--- config.mk ---
export PLATFORM = sky130hd
export DESIGN_NAME = ocd_decoder
export DESIGN_NICKNAME = d
export VERILOG_FILES = /design/src/inc/ocd_pkg.sv /design/src/ocd_decoder.sv /design/src/ocd_lookup.sv
export SDC_FILE = /design/constraint.sdc
export NUM_CORES = 1
export LEC_CHECK = 0
export BUFFER_PORTS_ARGS = -buffer_cell sky130_fd_sc_hd__buf_2
export CELL_PAD_IN_SITES_DETAIL_PLACEMENT = 0
export CELL_PAD_IN_SITES_GLOBAL_PLACEMENT = 1
export CORE_MARGIN = 10
export CORE_UTILIZATION = 40
export CTS_BUF_LIST = sky130_fd_sc_hd__clkbuf_8
export DETAILED_ROUTE_END_ITERATION = 12
export PLACE_DENSITY = 0.74
export REMOVE_ABC_BUFFERS = 1
export SYNTH_ARGS = -nofsm -noshare
export SYNTH_HDL_FRONTEND = slang
export SYNTH_HIERARCHICAL = 1
export SYNTH_SLANG_ARGS = --single-unit
--- constraint.sdc ---
create_clock -name ref_clk -period 1.95 [get_ports ref_clk]
set_input_delay 0.4875 -clock ref_clk [delete_from_list [all_inputs] [get_ports ref_clk]]
set_output_delay 0.4875 -clock ref_clk [all_outputs]
set_load 0.02 [all_outputs]
--- src/inc/ocd_pkg.sv ---
/*
 Constants and types for the opcode subset decoder: opcode patterns,
 operation identifiers and the decoder state type.
 Assumes one clock and one active-low asynchronous reset.
*/
// Operation
// - Byte 11010111 decodes as table lookup replacing low accumulator byte.
// - Byte 11000101 plus ModRM decodes as far pointer load into data segment.
// - Byte 11000100 plus ModRM decodes as far pointer load into extra segment.
// - Byte 10011111 decodes operand-free: flags low byte into accumulator high.
// - Byte 00101111 decodes operand-free: decimal adjust after subtraction.
// - Byte 10011001 decodes operand-free: accumulator sign-extended into data register.
package ocd_pkg;

    // ========================================================
    // Opcode patterns
    localparam logic [7:0] OP_TABLE_LOOKUP_BYTE      = 8'hd7;
    localparam logic [7:0] OP_LOAD_FAR_PTR_DATA_SEG  = 8'hc5;
    localparam logic [7:0] OP_LOAD_FAR_PTR_EXTRA_SEG = 8'hc4;
    localparam logic [7:0] OP_FLAGS_TO_ACCUM_HIGH    = 8'h9f;
    localparam logic [7:0] OP_BCD_FIX_AFTER_SUB      = 8'h2f;
    localparam logic [7:0] OP_SIGN_EXTEND_WORD       = 8'h99;

    // ========================================================
    // Operation identifiers
    typedef enum logic [2:0] {
        OCD_OP_NONE,
        OCD_OP_TABLE_LOOKUP_BYTE,
        OCD_OP_LOAD_FAR_PTR_DATA_SEGMENT,
        OCD_OP_LOAD_FAR_PTR_EXTRA_SEGMENT,
        OCD_OP_FLAGS_TO_ACCUM_HIGH,
        OCD_OP_BCD_FIX_AFTER_SUB,
        OCD_OP_SIGN_EXTEND_WORD_TO_DOUBLE
    } ocd_op_t;

    // ========================================================
    // Decoder states
    typedef enum logic [0:0] {
        OCD_ST_OPCODE,
        OCD_ST_MODRM
    } ocd_state_t;

    localparam logic [7:0] OCD_BYTE_RESET = 8'h00;

endpackage : ocd_pkg

--- src/ocd_decoder.sv ---
/*
 Opcode subset decoder. Takes bytes from the prefetch queue with a
 valid/ready handshake and issues one decoded instruction per opcode.
 Assumes the queue delivers bytes in program order, synchronous to ref_clk.
*/
`timescale 1ns/100ps
`default_nettype none

module ocd_decoder
    import ocd_pkg::*;
(
    // Clock and reset
    input  wire logic            ref_clk,
    input  wire logic            resetn,
    // Byte stream from the prefetch queue
    input  wire logic            byte_valid,
    input  wire logic [7:0]      byte_data,
    output logic                 byte_ready,
    // Decoded instruction to the datapath
    output logic                 dec_valid,
    input  wire logic            dec_ready,
    output var ocd_pkg::ocd_op_t dec_op,
    output logic                 dec_has_modrm,
    output logic [7:0]           dec_modrm,
    output logic                 dec_unknown,
    output logic [7:0]           dec_opcode
);

    // ========================================================
    // State
    typedef struct packed {
        ocd_state_t st;
        logic       valid;
        ocd_op_t    op;
        logic       has_modrm;
        logic [7:0] modrm;
        logic       unknown;
        logic [7:0] opcode;
    } ocd_regs_t;

    ocd_regs_t r_q;
    ocd_regs_t r_d;

    ocd_op_t   lk_op;
    logic      lk_known;
    logic      lk_modrm;

    ocd_lookup u_lookup (
        .opcode    (byte_data),
        .op_id     (lk_op),
        .known     (lk_known),
        .has_modrm (lk_modrm)
    );

    // Stall on a held output; a ModRM byte is always taken
    assign byte_ready    = (r_q.st == OCD_ST_MODRM) || !r_q.valid || dec_ready;
    assign dec_valid     = r_q.valid && (r_q.st == OCD_ST_OPCODE);
    assign dec_op        = r_q.op;
    assign dec_has_modrm = r_q.has_modrm;
    assign dec_modrm     = r_q.modrm;
    assign dec_unknown   = r_q.unknown;
    assign dec_opcode    = r_q.opcode;

    // ========================================================
    // Next state
    always_comb
    begin
        r_d = r_q;
        if (dec_valid && dec_ready)
        begin
            r_d.valid = 1'b0;
        end
        case (r_q.st)
            OCD_ST_OPCODE:
            begin
                if (byte_valid && byte_ready)
                begin
                    r_d.op        = lk_op;
                    r_d.has_modrm = lk_modrm;
                    r_d.unknown   = !lk_known;
                    r_d.opcode    = byte_data;
                    r_d.modrm     = OCD_BYTE_RESET;
                    r_d.valid     = 1'b1;
                    // Unknown bytes are flagged, not stalled on
                    if (lk_modrm)
                    begin
                        r_d.st = OCD_ST_MODRM;
                    end
                end
            end
            OCD_ST_MODRM:
            begin
                if (byte_valid)
                begin
                    r_d.modrm = byte_data;
                    r_d.st    = OCD_ST_OPCODE;
                end
            end
            default: r_d.st = OCD_ST_OPCODE;
        endcase
    end

    always_ff @(posedge ref_clk or negedge resetn)
    begin
        if (!resetn)
        begin
            r_q <= '{st: OCD_ST_OPCODE, valid: 1'b0, op: OCD_OP_NONE,
                     has_modrm: 1'b0, modrm: OCD_BYTE_RESET, unknown: 1'b0,
                     opcode: OCD_BYTE_RESET};
        end
        else
        begin
            r_q <= r_d;
        end
    end

    // ========================================================
    // Checks
    property p_table_lookup;
        @(posedge ref_clk) disable iff (!resetn)
        (r_q.st == OCD_ST_OPCODE && byte_valid && byte_ready
         && byte_data == OP_TABLE_LOOKUP_BYTE)
        |=> (dec_valid && dec_op == OCD_OP_TABLE_LOOKUP_BYTE && !dec_has_modrm);
    endproperty
    a_table_lookup: assert property (p_table_lookup)
        else $error("table lookup misdecoded");

    property p_far_load_data;
        @(posedge ref_clk) disable iff (!resetn)
        (r_q.st == OCD_ST_OPCODE && byte_valid && byte_ready
         && byte_data == OP_LOAD_FAR_PTR_DATA_SEG)
        |=> (r_q.st == OCD_ST_MODRM && !dec_valid
             && r_q.op == OCD_OP_LOAD_FAR_PTR_DATA_SEGMENT && r_q.has_modrm);
    endproperty
    a_far_load_data: assert property (p_far_load_data)
        else $error("data segment load misdecoded");

    property p_far_load_extra;
        @(posedge ref_clk) disable iff (!resetn)
        (r_q.st == OCD_ST_OPCODE && byte_valid && byte_ready
         && byte_data == OP_LOAD_FAR_PTR_EXTRA_SEG)
        |=> (r_q.st == OCD_ST_MODRM && !dec_valid
             && r_q.op == OCD_OP_LOAD_FAR_PTR_EXTRA_SEGMENT && r_q.has_modrm);
    endproperty
    a_far_load_extra: assert property (p_far_load_extra)
        else $error("extra segment load misdecoded");

    property p_flags_to_accum;
        @(posedge ref_clk) disable iff (!resetn)
        (r_q.st == OCD_ST_OPCODE && byte_valid && byte_ready
         && byte_data == OP_FLAGS_TO_ACCUM_HIGH)
        |=> (dec_valid && dec_op == OCD_OP_FLAGS_TO_ACCUM_HIGH && !dec_has_modrm);
    endproperty
    a_flags_to_accum: assert property (p_flags_to_accum)
        else $error("flags transfer misdecoded");

    property p_bcd_fix;
        @(posedge ref_clk) disable iff (!resetn)
        (r_q.st == OCD_ST_OPCODE && byte_valid && byte_ready
         && byte_data == OP_BCD_FIX_AFTER_SUB)
        |=> (dec_valid && dec_op == OCD_OP_BCD_FIX_AFTER_SUB && !dec_unknown);
    endproperty
    a_bcd_fix: assert property (p_bcd_fix)
        else $error("decimal adjust misdecoded");

    property p_sign_extend;
        @(posedge ref_clk) disable iff (!resetn)
        (r_q.st == OCD_ST_OPCODE && byte_valid && byte_ready
         && byte_data == OP_SIGN_EXTEND_WORD)
        |=> (dec_valid && dec_op == OCD_OP_SIGN_EXTEND_WORD_TO_DOUBLE
             && dec_opcode == OP_SIGN_EXTEND_WORD);
    endproperty
    a_sign_extend: assert property (p_sign_extend)
        else $error("sign extend misdecoded");

    property p_modrm_cap;
        @(posedge ref_clk) disable iff (!resetn)
        (r_q.st == OCD_ST_MODRM && byte_valid)
        |=> (dec_valid && dec_modrm == $past(byte_data) && dec_has_modrm);
    endproperty
    a_modrm_cap: assert property (p_modrm_cap)
        else $error("modrm not captured");

    property p_hold;
        @(posedge ref_clk) disable iff (!resetn)
        (dec_valid && !dec_ready) |=> (dec_valid && $stable(dec_op));
    endproperty
    a_hold: assert property (p_hold)
        else $error("output dropped under stall");

    // Flag and identifier must agree both ways
    property p_unknown;
        @(posedge ref_clk) disable iff (!resetn)
        dec_valid |-> (dec_unknown == (dec_op == OCD_OP_NONE));
    endproperty
    a_unknown: assert property (p_unknown)
        else $error("unknown flag disagrees with op");

    // Judged on the raw opcode, not on the lookup result
    property p_modrm_follows;
        @(posedge ref_clk) disable iff (!resetn)
        (dec_valid && !dec_unknown)
        |-> (dec_has_modrm == (dec_opcode == OP_LOAD_FAR_PTR_DATA_SEG
                               || dec_opcode == OP_LOAD_FAR_PTR_EXTRA_SEG));
    endproperty
    a_modrm_follows: assert property (p_modrm_follows)
        else $error("modrm flag wrong");

    // Datapath may read the ModRM field blindly, so it stays zero
    property p_no_modrm_clear;
        @(posedge ref_clk) disable iff (!resetn)
        (dec_valid && !dec_has_modrm) |-> (dec_modrm == OCD_BYTE_RESET);
    endproperty
    a_no_modrm_clear: assert property (p_no_modrm_clear)
        else $error("stale modrm on plain opcode");

    // A held decode must refuse the next opcode byte
    property p_refuse;
        @(posedge ref_clk) disable iff (!resetn)
        (dec_valid && !dec_ready) |-> !byte_ready;
    endproperty
    a_refuse: assert property (p_refuse)
        else $error("byte taken while output held");

    c_far_load_data: cover property (@(posedge ref_clk) disable iff (!resetn)
        dec_valid && dec_op == OCD_OP_LOAD_FAR_PTR_DATA_SEGMENT);
    c_far_load_extra: cover property (@(posedge ref_clk) disable iff (!resetn)
        dec_valid && dec_op == OCD_OP_LOAD_FAR_PTR_EXTRA_SEGMENT);
    c_table_lookup: cover property (@(posedge ref_clk) disable iff (!resetn)
        dec_valid && dec_op == OCD_OP_TABLE_LOOKUP_BYTE);
    c_stall: cover property (@(posedge ref_clk) disable iff (!resetn)
        dec_valid && !dec_ready ##1 dec_valid && dec_ready);
    c_unknown: cover property (@(posedge ref_clk) disable iff (!resetn)
        dec_valid && dec_unknown);

endmodule : ocd_decoder

`default_nettype wire

--- src/ocd_lookup.sv ---
/*
 Pure combinational opcode lookup for the decoder subset.
 Assumes the byte presented is an opcode byte, not a ModRM byte.
*/
`timescale 1ns/100ps
`default_nettype none

module ocd_lookup
    import ocd_pkg::*;
(
    // Opcode in
    input  wire logic [7:0]      opcode,
    // Decode out
    output var ocd_pkg::ocd_op_t op_id,
    output logic                 known,
    output logic                 has_modrm
);

    always_comb
    begin
        op_id     = OCD_OP_NONE;
        has_modrm = 1'b0;
        case (opcode)
            OP_TABLE_LOOKUP_BYTE:   op_id = OCD_OP_TABLE_LOOKUP_BYTE;
            OP_LOAD_FAR_PTR_DATA_SEG:
            begin
                op_id     = OCD_OP_LOAD_FAR_PTR_DATA_SEGMENT;
                has_modrm = 1'b1;
            end
            OP_LOAD_FAR_PTR_EXTRA_SEG:
            begin
                op_id     = OCD_OP_LOAD_FAR_PTR_EXTRA_SEGMENT;
                has_modrm = 1'b1;
            end
            OP_FLAGS_TO_ACCUM_HIGH: op_id = OCD_OP_FLAGS_TO_ACCUM_HIGH;
            OP_BCD_FIX_AFTER_SUB:   op_id = OCD_OP_BCD_FIX_AFTER_SUB;
            OP_SIGN_EXTEND_WORD:    op_id = OCD_OP_SIGN_EXTEND_WORD_TO_DOUBLE;
            default:                op_id = OCD_OP_NONE;
        endcase
        known = (op_id != OCD_OP_NONE);
    end

endmodule : ocd_lookup

`default_nettype wire
==> metrics.txt <==
WL final between 2000 and 3000 µm; WS Path Type register to output pin; Post-CTS Resized 0; kind of start point of the critical path register; I/O Buffers 34; Worst Tran Pin Value 0.565 ns; required time worst endpoint 1.46 ns; Placer Congestion 0.840; CTS Buffer Depth 2; Final TNS setup 0 ns; most frequent cell after synthesis dfrtp_1; initial antenna violation count 0; RSZ-0062 raised after global routing false; Hold WC Path Type input pin to asynchronous set/reset pin; Post-Synthesis Cells 101; DIE AREA 5720 µm²; Final Max Tran Viols 0; Core ar. approximately 3000 µm²; Area Overhead vs Synth 8.09%; largest net degree at the start of global routing 24; final setup vio count 0; final antenna-violating net count 0; max cap viols 0; main area contributors after synthesis dfrtp_1 47%, buf_4 12%, mux2_4 9.7%; leak pwr roughly 0.7 nW; Wirelength per Cell 17.0 µm; Synth area leader dfrtp_1; # rows 20; hold_buf cts 0; Nets 132; number of global-route vias before repair just under 900; Starting Density 0.412; CTS sink cnt 23; setup bufs post-CTS 0; Fin Clk Skew 0.00690 ns; multi-input logic area 485 µm²; grt total ovfl 0; TritonCTS clock tree built; post-synth top area share 0.465; DP HPWL 1970 µm; warnings from Yosys 6; period utilization 0.947; htree depth 1; share of post-route cells with drive strength above 1 0.462; Hold Violations, Final 0; DRC 0; via density per instance approximately 5.3; Post-synth EDFFs 0; register area 576 µm²; worst skew pair latency 0.26 ns; Layout fillers slightly below 300; CTS clock-pin slew for the worst setup and hold paths 0.08 ns; outcome complete, no violations; DIE WIDTH 75.6 µm; Iteration-0 DRC Markers 33; drt pass-1 iters 4; number of buffers created by CTS 3; asr flop ratio synth 1.00; ANT cells 0; flop-to-flop setup slack 0.52 ns; Ports 35; Tmin final 1.85 ns; top achievable clock speed 542 MHz; total power 0.00100 W; Mapped Area 1240 µm²; root buffer cell clkbuf_8; synthesized flop and latch total 23; worst slew margin relative to its limit 0.622; CP Capture Type output pin; Seq/Total Area, Yosys 0.465; Power Density around 750 nW/µm²; Synth top cells by count 23 x dfrtp_1, 19 x buf_4, 8 x a22o_1, 8 x mux2_4, 5 x inv_1; total track usage 0.0982; count of different cell masters after synthesis 33; routed vias between 800 and 900; Chip Height 75.6 µm; top_reg_cell synth dfrtp_1; first-pass GRT wire length roughly 4300 µm; Arrival @ worst endpoint 1.36 ns; syn avg cell area 12.3 µm²; CP max FO 6; Peak VDD IR 0.000498 V
## worst paths after layout
path / from / cells past startpoint / end
worst max-delay path: r_q[22] / 2 / byte_ready
worst min-delay path: resetn / 1 / dec_opcode[0]
worst max register to register: r_q[22] / 3 / dec_modrm[4]
worst min register to register: dec_modrm[3] / 1 / dec_modrm[3]
max in group asynchronous: resetn / 1 / dec_opcode[7]
min in group ref_clk: byte_valid / 2 / r_q[22]
## through the flow
step	hold WS, ns	std cells	util	setup slack (ns)	area [µm²]
global placement	0.483	148	0.430	0.262	1290
global route	0.213	152	0.445	0.0350	1340
finish	0.177	152	0.445	0.104	1340
CTS	0.199	152	0.445	0.0942	1340
detailed placement	0.478	148	0.430	0.247	1290
floorplan	0.192	81	-	0.462	1080
## metal layers
layer | vias up | track usage | share of wire
li1 | 382 | - | -
met1 | 393 | 0.107 | 0.39
met2 | 22 | 0.164 | 0.51
met3 | 6 | 0.0495 | 0.085
met4 | 0 | 0.0289 | 0.013
met5 | - | 0 | 0
## critical path, stage by stage, from the launching register on
cell	delay [ns]
dfrtp_1	0.43
or3b_2	0.49
buf_2	0.18
## cells by family after synthesis
| kind of cell | count (synthesis) | share of synthesized area |
|---|---|---|
| muxes | 13 | 0.142 |
| buffers and inverters | 25 | 0.143 |
| DFF | 23 | 0.465 |
| AOI/OAI and AO/OA | 19 | 0.122 |
| and+or+nand+nor | 21 | 0.128 |
## final cells by class
class / instances / share of cell area
tap: 33 / 0.0309
multi-input combinational: 53 / 0.363
sequential: 23 / 0.430
clock buffer: 3 / 0.0309
clock inverter: 1 / 0.00374
timing repair buffer: 34 / 0.127
inverter: 5 / 0.0140
## report_power, final
part           internal (W)  total [W]  switching [W]  leakage [nW]
combinational     0.0000793   0.000189       0.000110         0.365
sequential         0.000507   0.000522      0.0000154         0.295
clock              0.000143   0.000292       0.000149        0.0255
## flip-flops by register name, summed over array words and instances (netlist names)
register,count
dec_opcode,8
dec_modrm,8
dec_has_modrm,1
r_q,2
dec_op,3
dec_unknown,1
## cells in the final DEF, fill, tap and decap left out
master     count
a211o_4        1
a21boi_1       1
a21oi_1        1
a21oi_2        1
a22o_1         8
and2_1         1
and2b_1        1
and3_2         1
and3b_2        1
and4b_1        1
and4bb_1       2
buf_2         34
clkbuf_8       3
clkinv_2       1
dfrtp_1       23
inv_1          5
mux2_2         4
mux2_4         8
mux2i_1        1
nand2_1        1
nand3b_1       4
nand4_1        1
nor2_1         1
nor2b_1        1
nor3_1         1
nor3b_1        1
nor4b_1        1
o2111ai_1      1
o211ai_1       1
o21ai_0        3
o21ai_1        1
o22ai_1        1
or3_1          2
or3b_2         1
(Power assumes the default switching activity.)
